<file path="config.mk">
export PLATFORM = sky130hd
export DESIGN_NAME = misc_control_status_regs
export DESIGN_NICKNAME = d
export VERILOG_FILES = /design/src/misc_regs_pkg.sv /design/src/misc_control_status_regs.sv
export SDC_FILE = /design/constraint.sdc
export NUM_CORES = 1
export LEC_CHECK = 0
export BUFFER_PORTS_ARGS = -buffer_cell sky130_fd_sc_hd__buf_2
export CORE_ASPECT_RATIO = 0.6
export CORE_MARGIN = 4
export CORE_UTILIZATION = 42
export DETAILED_ROUTE_END_ITERATION = 10
export GPL_TIMING_DRIVEN = 0
export PLACE_DENSITY = 0.88
export SLEW_MARGIN = 30
export SYNTH_ARGS = -nofsm -noshare
export SYNTH_HDL_FRONTEND = slang
export SYNTH_SLANG_ARGS = --single-unit
</file>
<file path="constraint.sdc">
create_clock -name sys_clk -period 1.4 [get_ports sys_clk]
set_clock_uncertainty 0.15 [all_clocks]
set_input_delay 0.07 -clock sys_clk [delete_from_list [all_inputs] [get_ports sys_clk]]
set_output_delay 0.07 -clock sys_clk [all_outputs]
set_load 0.1 [all_outputs]
</file>
<file path="src/misc_regs_pkg.sv">
// Package: offsets, field layout, reset values and carrier types of the misc register bank
package misc_regs_pkg;

  localparam int ADDR_W = 32;
  localparam int DATA_W = 8;

  // Register byte addresses
  localparam logic [31:0] OFF_PIN_DIRECTION = 32'h1FBD9848;
  localparam logic [31:0] OFF_PIN_VALUE = 32'h1FBD984C;
  localparam logic [31:0] OFF_PANEL_BUTTONS_POWER = 32'h1FBD9850;
  localparam logic [31:0] OFF_SYSTEM_IDENTITY = 32'h1FBD9858;
  localparam logic [31:0] OFF_BOARD_STATUS_INPUTS = 32'h1FBD9860;
  localparam logic [31:0] OFF_CLOCK_AND_DMA_SELECT = 32'h1FBD9868;
  localparam logic [31:0] OFF_BLOCK_RESET_CONTROL = 32'h1FBD9870;

  // Front panel fields
  localparam int PNL_UP_HOLD = 7;
  localparam int PNL_UP_INT = 6;
  localparam int PNL_DOWN_HOLD = 5;
  localparam int PNL_DOWN_INT = 4;
  localparam int PNL_POWER_INT = 1;
  localparam int PNL_POWER_STATE = 0;

  // Identity fields
  localparam int ID_CHIP_LSB = 5;
  localparam int ID_BOARD_LSB = 1;
  localparam int ID_TYPE_BIT = 0;

  // Status fields
  localparam int ST_LINK_N = 7;
  localparam int ST_NET_POWER = 6;
  localparam int ST_STORE1_POWER = 5;
  localparam int ST_STORE0_POWER = 4;

  // Select fields
  localparam int SEL_CLK_LSB = 4;
  localparam int SEL_PAR_DMA = 2;
  localparam int SEL_ISDN1 = 1;
  localparam int SEL_ISDN0 = 0;

  // Reset register fields
  localparam int RST_LED_LSB = 4;
  localparam int RST_ISDN = 3;
  localparam int RST_EISA = 2;
  localparam int RST_KBD = 1;
  localparam int RST_PAR = 0;

  // Reset values
  localparam logic [7:0] PIN_DIRECTION_RESET = 8'h00;
  localparam logic [7:0] PIN_VALUE_RESET = 8'h00;
  localparam logic POWER_STATE_RESET = 1'b1;
  localparam logic [1:0] CLK_SEL_RESET = 2'h0;
  localparam logic [2:0] DMA_SEL_RESET = 3'h0;
  localparam logic [5:0] RESET_CTRL_RESET = 6'h00;

  // Serial clock source codes
  localparam logic [1:0] CLK_INT_10MHZ = 2'h0;
  localparam logic [1:0] CLK_INT_6M67 = 2'h1;

  typedef struct packed {
    logic [ADDR_W-1:0] addr;
    logic [DATA_W-1:0] wdata;
    logic wr;
    logic rd;
  } reg_req_t;

  typedef struct packed {
    logic up_n;
    logic down_n;
    logic power_n;
  } buttons_t;

  typedef struct packed {
    logic link_n;
    logic net_power;
    logic store1_power;
    logic store0_power;
  } board_status_t;

  typedef struct packed {
    logic isdn_n;
    logic eisa_n;
    logic kbd_n;
    logic par_n;
  } block_resets_t;

endpackage

</file>
<file path="src/misc_control_status_regs.sv">
// Misc control and status register bank: pins, front panel, identity, status, selects, resets
// Function
// - Direction bit 0 input, 1 output
// - Value register drives output pins, reads input pins
// - Up hold bit reads live button level
// - Up press latches low, write 1 clears
// - Down hold bit reads live button level
// - Down press latches low, write 1 clears
// - Power press latches low, write 1 clears
// - Power state bit read-write, 1 on
// - Identity: chip rev, board rev, system type
// - Status bit 7 is active-low link input
// - Status bits 6:4 power feeds, rest zero
// - Select bits 5:4 choose serial clock source
// - Select bit 2 parallel DMA, resets 0
// - Select bits 1:0 ISDN DMA, reset 0
// - Reset bits 5:4 lamp outputs, reset 0
// - Bit 3 active-low ISDN reset, cleared
// - Bit 2 active-low EISA reset, cleared
// - Bit 1 active-low keyboard reset, cleared
// - Bit 0 active-low parallel reset, cleared
module misc_control_status_regs #(
  parameter int PIN_COUNT = 8,
  parameter logic [2:0] CHIP_REVISION = 3'h5 // Arbitrary value
) (
  input wire logic sys_clk,
  input wire logic rst,
  input wire misc_regs_pkg::reg_req_t reg_req,
  output logic [misc_regs_pkg::DATA_W-1:0] reg_rdata,
  input wire logic [PIN_COUNT-1:0] gp_in,
  output logic [PIN_COUNT-1:0] gp_out,
  output logic [PIN_COUNT-1:0] gp_oe_n,
  input wire misc_regs_pkg::buttons_t buttons,
  output logic up_int_n,
  output logic down_int_n,
  output logic power_int_n,
  output logic power_on,
  input wire logic [3:0] board_revision,
  input wire logic system_type,
  input wire misc_regs_pkg::board_status_t board_status,
  output logic clk_sel_int_10mhz,
  output logic clk_sel_int_6m67,
  output logic clk_sel_external,
  output logic parport_dma_sel,
  output logic [1:0] isdn_dma_sel,
  output logic [1:0] led,
  output misc_regs_pkg::block_resets_t block_resets
);

  function automatic logic hit(input logic [misc_regs_pkg::ADDR_W-1:0] a, input logic [31:0] off);
    hit = (a == off);
  endfunction

  function automatic logic [2:0] clk_decode(input logic [1:0] sel);
    clk_decode = (sel == misc_regs_pkg::CLK_INT_10MHZ) ? 3'h4 :
                 (sel == misc_regs_pkg::CLK_INT_6M67) ? 3'h2 : 3'h1;
  endfunction

  // Register decode; unmapped addresses select nothing
  typedef enum {
    REG_NONE,
    REG_DIRECTION,
    REG_VALUE,
    REG_PANEL,
    REG_IDENTITY,
    REG_STATUS,
    REG_SELECT,
    REG_RESETS
  } reg_index_t;

  function automatic reg_index_t reg_decode(input logic [misc_regs_pkg::ADDR_W-1:0] a);
    if (hit(a, misc_regs_pkg::OFF_PIN_DIRECTION)) begin
      reg_decode = REG_DIRECTION;
    end else if (hit(a, misc_regs_pkg::OFF_PIN_VALUE)) begin
      reg_decode = REG_VALUE;
    end else if (hit(a, misc_regs_pkg::OFF_PANEL_BUTTONS_POWER)) begin
      reg_decode = REG_PANEL;
    end else if (hit(a, misc_regs_pkg::OFF_SYSTEM_IDENTITY)) begin
      reg_decode = REG_IDENTITY;
    end else if (hit(a, misc_regs_pkg::OFF_BOARD_STATUS_INPUTS)) begin
      reg_decode = REG_STATUS;
    end else if (hit(a, misc_regs_pkg::OFF_CLOCK_AND_DMA_SELECT)) begin
      reg_decode = REG_SELECT;
    end else if (hit(a, misc_regs_pkg::OFF_BLOCK_RESET_CONTROL)) begin
      reg_decode = REG_RESETS;
    end else begin
      reg_decode = REG_NONE;
    end
  endfunction

  logic [PIN_COUNT-1:0] pin_direction;
  logic [PIN_COUNT-1:0] pin_value;
  logic [PIN_COUNT-1:0] pin_read;
  logic [1:0] clk_sel;
  logic [2:0] clk_onehot;
  logic [5:0] reset_ctrl;
  logic up_prev;
  logic down_prev;
  logic power_prev;
  logic up_press;
  logic down_press;
  logic power_press;
  logic wr_dir;
  logic wr_val;
  logic wr_pnl;
  logic wr_sel;
  logic wr_rst;
  logic [misc_regs_pkg::DATA_W-1:0] next_rdata;
  logic [misc_regs_pkg::DATA_W-1:0] wd;
  reg_index_t target_reg;
  logic [misc_regs_pkg::DATA_W-1:0] rd_direction;
  logic [misc_regs_pkg::DATA_W-1:0] rd_value;
  logic [misc_regs_pkg::DATA_W-1:0] rd_panel;
  logic [misc_regs_pkg::DATA_W-1:0] rd_identity;
  logic [misc_regs_pkg::DATA_W-1:0] rd_status;
  logic [misc_regs_pkg::DATA_W-1:0] rd_select;
  logic [misc_regs_pkg::DATA_W-1:0] rd_resets;

  assign wd = reg_req.wdata;
  assign target_reg = reg_decode(reg_req.addr);
  assign wr_dir = reg_req.wr && (target_reg == REG_DIRECTION);
  assign wr_val = reg_req.wr && (target_reg == REG_VALUE);
  assign wr_pnl = reg_req.wr && (target_reg == REG_PANEL);
  assign wr_sel = reg_req.wr && (target_reg == REG_SELECT);
  assign wr_rst = reg_req.wr && (target_reg == REG_RESETS);

  // General purpose pins
  always_ff @(posedge sys_clk or posedge rst) begin
    if (rst) begin
      pin_direction <= PIN_COUNT'(misc_regs_pkg::PIN_DIRECTION_RESET);
    end else if (wr_dir) begin
      pin_direction <= wd[PIN_COUNT-1:0];
    end
  end

  always_ff @(posedge sys_clk or posedge rst) begin
    if (rst) begin
      pin_value <= PIN_COUNT'(misc_regs_pkg::PIN_VALUE_RESET);
    end else if (wr_val) begin
      // Stored even for input bits so a later turn to output drives the written level
      pin_value <= wd[PIN_COUNT-1:0];
    end
  end

  genvar g;
  generate
    for (g = 0; g < PIN_COUNT; g++) begin : gen_pin
      assign gp_out[g] = pin_value[g];
      assign gp_oe_n[g] = ~pin_direction[g];
      assign pin_read[g] = pin_direction[g] ? pin_value[g] : gp_in[g];
    end
  endgenerate

  // Button press edges; idle level is released (high)
  always_ff @(posedge sys_clk or posedge rst) begin
    if (rst) begin
      up_prev <= 1'b1;
      down_prev <= 1'b1;
      power_prev <= 1'b1;
    end else begin
      up_prev <= buttons.up_n;
      down_prev <= buttons.down_n;
      power_prev <= buttons.power_n;
    end
  end

  assign up_press = up_prev && !buttons.up_n;
  assign down_press = down_prev && !buttons.down_n;
  assign power_press = power_prev && !buttons.power_n;

  // Latched panel interrupts, active low; a press in the clearing cycle wins
  always_ff @(posedge sys_clk or posedge rst) begin
    if (rst) begin
      up_int_n <= 1'b1;
    end else if (up_press) begin
      up_int_n <= 1'b0;
    end else if (wr_pnl && wd[misc_regs_pkg::PNL_UP_INT]) begin
      up_int_n <= 1'b1;
    end
  end

  always_ff @(posedge sys_clk or posedge rst) begin
    if (rst) begin
      down_int_n <= 1'b1;
    end else if (down_press) begin
      down_int_n <= 1'b0;
    end else if (wr_pnl && wd[misc_regs_pkg::PNL_DOWN_INT]) begin
      down_int_n <= 1'b1;
    end
  end

  always_ff @(posedge sys_clk or posedge rst) begin
    if (rst) begin
      power_int_n <= 1'b1;
    end else if (power_press) begin
      power_int_n <= 1'b0;
    end else if (wr_pnl && wd[misc_regs_pkg::PNL_POWER_INT]) begin
      power_int_n <= 1'b1;
    end
  end

  // Resets to on so a reset does not drop the supply
  always_ff @(posedge sys_clk or posedge rst) begin
    if (rst) begin
      power_on <= misc_regs_pkg::POWER_STATE_RESET;
    end else if (wr_pnl) begin
      power_on <= wd[misc_regs_pkg::PNL_POWER_STATE];
    end
  end

  // Clock and DMA selects
  always_ff @(posedge sys_clk or posedge rst) begin
    if (rst) begin
      clk_sel <= misc_regs_pkg::CLK_SEL_RESET;
    end else if (wr_sel) begin
      clk_sel <= wd[misc_regs_pkg::SEL_CLK_LSB +: 2];
    end
  end

  always_ff @(posedge sys_clk or posedge rst) begin
    if (rst) begin
      parport_dma_sel <= misc_regs_pkg::DMA_SEL_RESET[misc_regs_pkg::SEL_PAR_DMA];
    end else if (wr_sel) begin
      parport_dma_sel <= wd[misc_regs_pkg::SEL_PAR_DMA];
    end
  end

  always_ff @(posedge sys_clk or posedge rst) begin
    if (rst) begin
      isdn_dma_sel <= misc_regs_pkg::DMA_SEL_RESET[1:0];
    end else if (wr_sel) begin
      isdn_dma_sel <= {wd[misc_regs_pkg::SEL_ISDN1], wd[misc_regs_pkg::SEL_ISDN0]};
    end
  end

  assign clk_onehot = clk_decode(clk_sel);
  assign clk_sel_int_10mhz = clk_onehot[2];
  assign clk_sel_int_6m67 = clk_onehot[1];
  assign clk_sel_external = clk_onehot[0];

  // Block resets and lamps, all cleared so neighbours stay held until software releases them
  always_ff @(posedge sys_clk or posedge rst) begin
    if (rst) begin
      reset_ctrl <= misc_regs_pkg::RESET_CTRL_RESET;
    end else if (wr_rst) begin
      reset_ctrl <= wd[5:0];
    end
  end

  assign led = reset_ctrl[misc_regs_pkg::RST_LED_LSB +: 2];
  assign block_resets.isdn_n = reset_ctrl[misc_regs_pkg::RST_ISDN];
  assign block_resets.eisa_n = reset_ctrl[misc_regs_pkg::RST_EISA];
  assign block_resets.kbd_n = reset_ctrl[misc_regs_pkg::RST_KBD];
  assign block_resets.par_n = reset_ctrl[misc_regs_pkg::RST_PAR];

  // Per-register read words; unused bits stay zero
  always_comb begin
    rd_direction = 8'h00;
    rd_direction[PIN_COUNT-1:0] = pin_direction;
  end

  always_comb begin
    rd_value = 8'h00;
    rd_value[PIN_COUNT-1:0] = pin_read;
  end

  always_comb begin
    rd_panel = 8'h00;
    rd_panel[misc_regs_pkg::PNL_UP_HOLD] = buttons.up_n;
    rd_panel[misc_regs_pkg::PNL_UP_INT] = up_int_n;
    rd_panel[misc_regs_pkg::PNL_DOWN_HOLD] = buttons.down_n;
    rd_panel[misc_regs_pkg::PNL_DOWN_INT] = down_int_n;
    rd_panel[misc_regs_pkg::PNL_POWER_INT] = power_int_n;
    rd_panel[misc_regs_pkg::PNL_POWER_STATE] = power_on;
  end

  always_comb begin
    rd_identity = 8'h00;
    rd_identity[misc_regs_pkg::ID_CHIP_LSB +: 3] = CHIP_REVISION;
    rd_identity[misc_regs_pkg::ID_BOARD_LSB +: 4] = board_revision;
    rd_identity[misc_regs_pkg::ID_TYPE_BIT] = system_type;
  end

  always_comb begin
    rd_status = 8'h00;
    rd_status[misc_regs_pkg::ST_LINK_N] = board_status.link_n;
    rd_status[misc_regs_pkg::ST_NET_POWER] = board_status.net_power;
    rd_status[misc_regs_pkg::ST_STORE1_POWER] = board_status.store1_power;
    rd_status[misc_regs_pkg::ST_STORE0_POWER] = board_status.store0_power;
  end

  always_comb begin
    rd_select = 8'h00;
    rd_select[misc_regs_pkg::SEL_CLK_LSB +: 2] = clk_sel;
    rd_select[misc_regs_pkg::SEL_PAR_DMA] = parport_dma_sel;
    rd_select[misc_regs_pkg::SEL_ISDN1] = isdn_dma_sel[1];
    rd_select[misc_regs_pkg::SEL_ISDN0] = isdn_dma_sel[0];
  end

  always_comb begin
    rd_resets = 8'h00;
    rd_resets[5:0] = reset_ctrl;
  end

  // One word per access; the address map lives in reg_decode only
  always_comb begin
    case (target_reg)
      REG_DIRECTION: begin
        next_rdata = rd_direction;
      end
      REG_VALUE: begin
        next_rdata = rd_value;
      end
      REG_PANEL: begin
        next_rdata = rd_panel;
      end
      REG_IDENTITY: begin
        next_rdata = rd_identity;
      end
      REG_STATUS: begin
        next_rdata = rd_status;
      end
      REG_SELECT: begin
        next_rdata = rd_select;
      end
      REG_RESETS: begin
        next_rdata = rd_resets;
      end
      default: begin
        next_rdata = 8'h00;
      end
    endcase
  end

  // Data only meaningful the cycle after a read strobe; zero otherwise
  always_ff @(posedge sys_clk or posedge rst) begin
    if (rst) begin
      reg_rdata <= 8'h00;
    end else if (reg_req.rd) begin
      reg_rdata <= next_rdata;
    end else begin
      reg_rdata <= 8'h00;
    end
  end

endmodule // misc_control_status_regs

</file>
==> results.json, run 1 <==
{
  "cp.arrival_ps": 1810,
  "final-seq-area_um2": 1065,
  "dr.pass1.iters": 5,
  "drc": 0,
  "critPathRequiredTime_ps": 1440,
  "rows": 20,
  "instances_no_fill": 412,
  "cp-start-kind": "primary input",
  "die_y_um": 64.52,
  "slew_viol_final": 0,
  "gp_congestion": 0.9228,
  "grt_max_degree": 29,
  "fmax_ghz": 0.5647,
  "peakVddDrop_mv": 0.6076,
  "dp_hpwl_mm": 5.495,
  "status": "complete, but fails checks",
  "cts_root_buffer": "clkbuf_8",
  "htree_levels": 2,
  "wl_per_cell_um": 19.62,
  "clock-sinks": 42,
  "finalPower_mw": 2.488,
  "final_cell_mix": "buf_2 (77), dfrtp_1 (31), mux2_2 (28), nand3_1 (24), buf_4 (16)",
  "wirelength_mm": 8.083,
  "cp-end-kind": "flip-flop",
  "synthCells": 211,
  "final_common_cell": "buf_2",
  "maxCapViolations": 0,
  "fill_cells": 403,
  "rsz0062_at_grt": "yes",
  "min_path_type": "in -> reg",
  "yosys-top-cells-area": "dfrtp_1 (39%), mux2_2 (15%), dfstp_2 (8.2%), nand3_1 (5.8%), a21oi_1 (2.5%)",
  "numCtsBuffers": 5,
  "final.min_clock_period_ps": 1771,
  "grtUsageTotal": 0.2463,
  "synth_flop_cell": "dfrtp_1",
  "synth_cell_types": 43,
  "p_per_area_nw_per_um2": 720.7,
  "synth_seq_cells": 42,
  "whs_ps": 31.94,
  "vias_per_cell": 5.971,
  "worst_slew_pin_slew_ps": 615.7,
  "synth_edf_count": 0,
  "first_global_vias": 2432,
  "antennaDiodeCount": 0,
  "setup_tns_ps": -11500,
  "gr-total-overflow": 0,
  "ys_warn_count": 0,
  "io_pins": 104,
  "grt_pass1_wl_mm": 12.37,
  "avgSynthCellArea_um2": 10.60,
  "start_util": 0.4380,
  "critPathKind": "in -> reg",
  "maxSlewHeadroom": 0.5895,
  "ant_nets": 0,
  "setup_viol": 39,
  "syn_to_final_growth_pct": 54.39,
  "netlist.area_leader.share": 0.3917,
  "clockBufferDepth": 2,
  "synth_area_um2": 2236,
  "clkLatencyLatePin_ps": 300,
  "synth_nets": 275,
  "async_flop_share": 1.000,
  "drive_above_1_share": 0.5434,
  "die-area_um2": 6593,
  "crit_fanout": 5,
  "multiInputGateArea_um2": 1190,
  "core_area_um2": 5105,
  "die_w_um": 102.2,
  "clk_pin_slew_ps": 80,
  "hold_viol_final": 0,
  "antenna_found_initial": 0,
  "p_leak_nw": 1.654,
  "final_nets": 409,
  "seq_area_frac_synth": 0.4740,
  "drt_iter0_markers": 256,
  "yosys.area.top_type": "dfrtp_1",
  "setup_ws_ps": -370.8,
  "portBuffers": 101,
  "fin_crit_sh": 1.265,
  "cts_tree": "done",
  "violations": "setup timing",
  "vias": 2460,
  "placed_cells": 379
}
-- what timing repair did --
action / in CTS / in global routing
resized for setup: 29 / 28
cloned: 1 / 0
hold buffers: 14 / 0
hold endpoints to repair: 71 / 0
endpoints found under the setup margin: 55 / 52
setup buffers: 9 / 1
pin swaps: 9 / 13
-- logic make-up (layout without fill, tap and decap cells) --
logic type,count (synthesis),count (layout),share of synthesized area
XOR/XNOR,1,1,0.003918
AO/OA/AOI/OAI,46,46,0.1561
buffers and inverters,26,161,0.04421
flip-flops,42,42,0.4740
AND/OR/NAND/NOR,67,67,0.1757
multiplexers,29,29,0.1461
-- report_power, final --
group / switching (mW) / internal (mW)
combinational: 0.155 / 0.132
clock: 0.446 / 0.533
sequential: 0.00153 / 1.22
total: 0.603 / 1.88
-- critical path, cell delays in order --
cell,delay (ps)
buf_6,90
nand4bb_1,170
or4_4,600
nor2_4,180
nand4_1,180
buf_4,230
mux2_4,290
-- cells in the mapped netlist, types with 5 or more instances --
| master | number |
|---|---|
| a21oi_1 | 11 |
| clkbuf_1 | 12 |
| dfrtp_1 | 35 |
| dfstp_2 | 7 |
| inv_1 | 13 |
| mux2_2 | 29 |
| nand3_1 | 26 |
| nand4_1 | 6 |
| nor2_1 | 9 |
| o211ai_1 | 5 |
| o21ai_0 | 7 |
-- layer usage --
layer,wire [um],GRT usage,up-vias
met5,0,0,-
met4,142,0.06547,0
met3,1079,0.07312,21
met2,3591,0.3794,199
met1,3270,0.3383,1175
li1,-,-,1065
-- final cells by class --
class                      instances  area share
timing repair buffer             127      0.2534
buffer                            13     0.02356
clock inverter                     2     0.01087
multi-input combinational        143      0.3447
clock buffer                       6     0.02102
sequential                        42      0.3084
tap                               66     0.02392
inverter                          13     0.01414
-- through the flow --
stage               area, um2  worst slack, ps    util
floorplan                2316           -424.3       -
global placement         2904           -872.4  0.5689
detailed placement       2924           -871.9  0.5728
CTS                      3357           -384.7  0.6576
global route             3452           -423.6  0.6762
finish                   3452           -370.8  0.6762
-- registers in the layout (all words and copies together), names as in the netlist --
register         flops
down_int_n           1
parport_dma_sel      1
reg_rdata            8
up_int_n             1
pin_direction        8
power_prev           1
reset_ctrl           6
down_prev            1
isdn_dma_sel         2
power_int_n          1
gp_out               8
power_on             1
clk_sel              2
up_prev              1
-- final timing paths --
| kind | from | slack (ps) | endpoint | cells past startpoint |
|---|---|---|---|---|
| setup / recovery | reg_req[32] | -370 | reset_ctrl[5] | 7 |
| hold / removal | board_status[2] | 30 | reg_rdata[6] | 4 |
| setup reg to reg | gp_out[4] | -220 | reg_rdata[4] | 4 |
| hold reg to reg | power_prev | 350 | power_int_n | 1 |
| max in group asynchronous | rst | 450 | power_prev | 4 |
| min in group asynchronous | rst | 120 | gp_out[7] | 3 |
Note: power is estimated with default switching activity, not from simulation.
==> run 2, diff against run 1 <==
--- a/config.mk
+++ b/config.mk
@@ -5,13 +5,13 @@
 export SDC_FILE = /design/constraint.sdc
 export NUM_CORES = 1
 export LEC_CHECK = 0
-export BUFFER_PORTS_ARGS = -buffer_cell sky130_fd_sc_hd__buf_2
 export CORE_ASPECT_RATIO = 0.6
 export CORE_MARGIN = 4
-export CORE_UTILIZATION = 42
+export CORE_UTILIZATION = 56
 export DETAILED_ROUTE_END_ITERATION = 10
+export DONT_BUFFER_PORTS = 1
 export GPL_TIMING_DRIVEN = 0
-export PLACE_DENSITY = 0.88
+export PLACE_DENSITY = 0.86
 export SLEW_MARGIN = 30
 export SYNTH_ARGS = -nofsm -noshare
 export SYNTH_HDL_FRONTEND = slang
==> run 2 against run 1 <==
Compared with the run above: the flow still finishes with violations (setup timing); fmax shrank 8.9%; clock power rose by 1%; critical endpoint is now reg_rdata[4]; critical path type is now reg -> reg; via count is 15% lower; worst hold slack got worse by 28 ps.
==> results.json, run 2 (synthesis gave the netlist of run 1 again) <==
{
  "status": "complete, but fails checks",
  "violations": "setup timing",
  "ff2ff_setup_slack_ps": -540,
  "final_cell_mix": "mux2_2 (29), dfrtp_2 (23), dlygate4sd3_1 (22), nand3_1 (18), dfrtp_1 (12)",
  "min_to": "reg_rdata[7]",
  "p_per_area_nw_per_um2": 810.5,
  "maxCapViolations": 0,
  "numCtsBuffers": 5,
  "dp_slack_ps": -755.8,
  "min_path_cells": 3,
  "switching_share": 0.2408,
  "min-delay-start": "buttons[2]",
  "slew_viol_final": 0,
  "rows": 17,
  "power.internal_mw": 1.839,
  "first_global_vias": 2088,
  "hold_viol_final": 0,
  "clkLatencyLatePin_ps": 300,
  "stdcell_area_um2": 2989,
  "rr_worst_depth": 5,
  "drc": 0,
  "portBuffers": 0,
  "grtUsageTotal": 0.3049,
  "netSwitchingPower_mw": 0.5834,
  "fmax_ghz": 0.5146,
  "maxSlewHeadroom": 0.3552,
  "peakVddDrop_mv": 0.6734,
  "finalPower_mw": 2.423,
  "drt_iter0_markers": 395,
  "clock-sinks": 42,
  "gr-total-overflow": 0,
  "rsz0062_at_grt": "yes",
  "clockBufferDepth": 2,
  "p_leak_nw": 1.235,
  "fin_crit_sh": 1.388,
  "dp_hpwl_mm": 4.824,
  "crit_fanout": 3,
  "reg2reg_to": "reg_rdata[4]",
  "final.min_clock_period_ps": 1943,
  "drive_above_1_share": 0.4902,
  "min_path_type": "in -> reg",
  "cp-start-kind": "flip-flop",
  "core_area_um2": 3765,
  "combPwrFrac": 0.087,
  "rr_startpoint": "pin_direction[4]",
  "critPathKind": "reg -> reg",
  "clockPowerShare": 0.409,
  "setup_tns_ps": -9682,
  "syn_to_final_growth_pct": 33.69,
  "clk_pin_slew_ps": 90,
  "start_util": 0.5939,
  "cp-end-kind": "flip-flop",
  "gp_congestion": 0.8810,
  "final_common_cell": "mux2_2",
  "grt_max_degree": 28,
  "setup_ws_ps": -543.1,
  "antenna_found_initial": 0,
  "die_y_um": 56.95,
  "final_nets": 318,
  "cts_tree": "done",
  "die_w_um": 89.58,
  "wirelength_mm": 7.650,
  "dr.pass1.iters": 5,
  "critPathRequiredTime_ps": 1450,
  "setup_viol": 49,
  "cp.arrival_ps": 1990,
  "io_pins": 104,
  "vias": 2100,
  "htree_levels": 2,
  "vias_per_cell": 6.954,
  "antennaDiodeCount": 0,
  "cts_root_buffer": "clkbuf_8",
  "die-area_um2": 5101,
  "worst_slew_pin_slew_ps": 967.2,
  "fill_cells": 218,
  "wl_per_cell_um": 25.33,
  "place_area_um2": 2400,
  "sequentialPowerShare": 0.504,
  "grt_pass1_wl_mm": 11.50,
  "ant_nets": 0
}
==> run 2: changes by cell type in the layout (fill, tap and decap cells not counted), moves of 5 or more <==
cell | before | now
buf_2 | 77 | 1
dfrtp_1 | 31 | 12
dfrtp_2 | 4 | 23
buf_6 | 12 | 3
dlygate4sd3_1 | 14 | 22
inv_1 | 12 | 4
clkinvlp_4 | 1 | 8
buf_4 | 16 | 10
nand3_1 | 24 | 18
nand3_2 | 1 | 7
clkbuf_4 | 7 | 2
==> run 2: worst max-delay path, stage by stage (launching register included) <==
cell and delay [ps]:
dfrtp_2 420, clkinvlp_4 450, nand3_2 230, a21oi_2 90, a311o_1 280, a32o_1 220
==> run 2: worst max path at each step <==
| stage | from | end | slack [ps] | depth (start not counted) |
|---|---|---|---|---|
| floorplan | reg_req[39] | reg_rdata[1] | -420 | 5 |
| global placement | reg_req[12] | reset_ctrl[4] | -790 | 5 |
| detailed placement | reg_req[12] | pin_direction[3] | -760 | 6 |
| CTS | pin_direction[4] | reg_rdata[4] | -530 | 5 |
| global route | pin_direction[4] | reg_rdata[4] | -610 | 5 |
| finish | pin_direction[4] | reg_rdata[4] | -540 | 5 |
==> run 2: cell type report <==
| cell class | count | area [um2] | area share |
|---|---|---|---|
| multi-input combinational | 143 | 1219 | 0.4077 |
| sequential | 42 | 1100 | 0.3679 |
| timing repair buffer | 36 | 349.1 | 0.1168 |
| inverter | 13 | 78.83 | 0.02637 |
| buffer | 13 | 71.32 | 0.02386 |
| clock buffer | 5 | 68.82 | 0.02302 |
| tap | 47 | 58.81 | 0.01967 |
| clock inverter | 3 | 43.79 | 0.01465 |
==> run 2: repair_timing <==
action,CTS,global route
endpoints found under the setup margin,77,55
setup buffers,10,3
hold endpoints to repair,82,0
pin swaps,18,9
resized for setup,51,10
hold buffers,22,0
==> run 2: metrics by stage <==
step / util / hold slack [ps] / cells
floorplan: - / -75.52 / 211
global placement: 0.6308 / -75.39 / 258
detailed placement: 0.6374 / -205.9 / 259
CTS: 0.7813 / 3.214 / 299
global route: 0.7940 / 49.20 / 302
finish: 0.7940 / 3.795 / 302
==> run 2: power groups by stage <==
stage / clock network [mW] / logic, mW / registers, mW
global route: 1.06 / 0.224 / 1.22
CTS: 1.00 / 0.199 / 1.22
global placement: 0 / 0.119 / 1.24
detailed placement: 0 / 0.129 / 1.24
floorplan: 0 / 0.0972 / 1.24
finish: 0.992 / 0.210 / 1.22
==> run 2: layer usage <==
metal,global-route usage,wire (um)
met1,0.4146,2965
met2,0.4146,3198
met3,0.1659,1180
met4,0.09766,306
met5,0,0
==> run 3, diff against run 2 <==
--- a/config.mk
+++ b/config.mk
@@ -6,12 +6,12 @@
 export NUM_CORES = 1
 export LEC_CHECK = 0
 export CORE_ASPECT_RATIO = 0.6
-export CORE_MARGIN = 4
-export CORE_UTILIZATION = 56
+export CORE_MARGIN = 1.5
+export CORE_UTILIZATION = 49
 export DETAILED_ROUTE_END_ITERATION = 10
 export DONT_BUFFER_PORTS = 1
 export GPL_TIMING_DRIVEN = 0
-export PLACE_DENSITY = 0.86
+export PLACE_DENSITY = 0.78
 export SLEW_MARGIN = 30
 export SYNTH_ARGS = -nofsm -noshare
 export SYNTH_HDL_FRONTEND = slang
==> run 3 against run 2 <==
Compared with the run above: the run still ends with setup timing left; power shrank 0.39%; critical path depth is the same; sequential power is essentially flat; fmax shrank 2.6%; via count shrank 0.71%; first-iteration DRC count shrank 32%; setup slack lost 52 ps; critical path type unchanged.
==> results.json, run 3 (synthesis gave the netlist of run 1 again) <==
{
  "status": "complete, but fails checks",
  "violations": "setup timing",
  "clk_pin_slew_ps": 80,
  "vias_per_cell": 6.536,
  "min_path_cells": 3,
  "gp_congestion": 0.8779,
  "clockBufferDepth": 2,
  "clkLatencyLatePin_ps": 300,
  "fmax_ghz": 0.5012,
  "final.min_clock_period_ps": 1995,
  "vias": 2085,
  "hold_viol_final": 0,
  "p_per_area_nw_per_um2": 785.0,
  "setup_tns_ps": -8529,
  "numCtsBuffers": 5,
  "dp_hpwl_mm": 4.703,
  "grtUsageTotal": 0.2918,
  "drive_above_1_share": 0.5135,
  "grt_pass1_wl_mm": 11.14,
  "min_to": "reg_rdata[7]",
  "cp.arrival_ps": 2030,
  "ff2ff_setup_slack_ps": -600,
  "drc": 0,
  "slew_viol_final": 0,
  "critPathSlowestCell": "clkinvlp_4",
  "die_y_um": 55.33,
  "finalPower_mw": 2.413,
  "crit_path_max_incr_delay_ps": 460,
  "setup_viol": 48,
  "core_area_um2": 4234,
  "wirelength_mm": 7.220,
  "worst_slew_pin_slew_ps": 868.3,
  "final-seq-area_um2": 1101,
  "portBuffers": 0,
  "rr_startpoint": "pin_direction[4]",
  "final_common_cell": "mux2_2",
  "critPathKind": "reg -> reg",
  "maxCapViolations": 0,
  "rsz0062_at_grt": "yes",
  "worstPathCellList": "clkinvlp_4, nand3_2, a21oi_2, a311o_1, a32o_1",
  "peakVddDrop_mv": 0.6583,
  "final_nets": 322,
  "ant_nets": 0,
  "clock-sinks": 42,
  "final_cell_mix": "mux2_2 (28), dfrtp_2 (24), dlygate4sd3_1 (22), nand3_1 (18), buf_4 (13)",
  "maxSlewHeadroom": 0.4215,
  "setup_ws_ps": -595.1,
  "wl_per_cell_um": 22.63,
  "antennaDiodeCount": 0,
  "antenna_found_initial": 0,
  "min-delay-start": "buttons[2]",
  "dr.pass1.iters": 5,
  "cp-start-kind": "flip-flop",
  "fin_crit_sh": 1.425,
  "die-area_um2": 4991,
  "fill_cells": 322,
  "multiInputGateArea_um2": 1239,
  "start_util": 0.5281,
  "first_global_vias": 2120,
  "crit_fanout": 2,
  "grt_max_degree": 25,
  "die_w_um": 90.21,
  "syn_to_final_growth_pct": 37.49,
  "critPathRequiredTime_ps": 1440,
  "io_pins": 104,
  "cts_tree": "done",
  "rr_worst_depth": 5,
  "rows": 18,
  "cp-end-kind": "flip-flop",
  "cts_root_buffer": "clkbuf_8",
  "drt_iter0_markers": 268,
  "p_leak_nw": 1.258,
  "gr-total-overflow": 0,
  "htree_levels": 2,
  "min_path_type": "in -> reg",
  "reg2reg_to": "reg_rdata[4]"
}
[run 3: area by class of cell]
cell class	instances	area share
Tap cell	60	0.02442
Multi-Input combinational cell	143	0.4029
Sequential cell	42	0.3582
Inverter	13	0.02564
Clock buffer	5	0.02239
Clock inverter	3	0.01425
Buffer	13	0.02523
Timing Repair Buffer	40	0.1270
[run 3: routing by layer]
metal | track usage | vias to the layer above | share of wire
li1 | - | 886 | -
met1 | 0.3912 | 1026 | 0.41
met2 | 0.4340 | 148 | 0.43
met3 | 0.1143 | 25 | 0.13
met4 | 0.09524 | 0 | 0.029
met5 | 0 | - | 0
[run 3: how the worst max path moves through the flow]
stage	startpoint	to	slack [ps]	depth (start not counted)
global placement	reg_req[12]	reset_ctrl[3]	-810	5
finish	pin_direction[4]	reg_rdata[4]	-600	5
detailed placement	reg_req[12]	reset_ctrl[1]	-840	5
floorplan	reg_req[39]	reg_rdata[1]	-420	5
CTS	pin_direction[4]	reg_rdata[4]	-560	5
global route	pin_direction[4]	reg_rdata[4]	-630	5
[run 3: what timing repair did]
item	CTS	global route
pin swaps	21	5
hold endpoints to repair	75	0
hold buffers	22	0
resized for setup	56	11
endpoints found under the setup margin	76	54
setup buffers	17	0
[run 3: where the power goes]
| part | switching (mW) | internal (mW) | total (mW) |
|---|---|---|---|
| sequential | 0.00185 | 1.22 | 1.22 |
| combinational | 0.127 | 0.0880 | 0.215 |
| clock | 0.442 | 0.535 | 0.976 |
[run 3: worst max-delay path, delay by kind of cell, from the launching register on]
kind            cells  cell delay (ps)
buf+inv             1              460
flops               1              420
compound gates      3              600
simple gates        1              260
[run 3: metrics by stage]
| stage | hold slack (ps) | area (um2) | utilization | setup WS [ps] | cells |
|---|---|---|---|---|---|
| 2_1_floorplan | -75.52 | 2316 | - | -424.3 | 211 |
| 3_3_place_gp | -75.42 | 2391 | 0.5647 | -812.3 | 271 |
| 3_5_place_dp | -162.0 | 2424 | 0.5724 | -839.5 | 272 |
| 4_1_cts | 10.42 | 3033 | 0.7163 | -562.0 | 319 |
| 5_1_grt | 61.30 | 3074 | 0.7261 | -631.4 | 319 |
| 6_report | 11.04 | 3074 | 0.7261 | -595.1 | 319 |
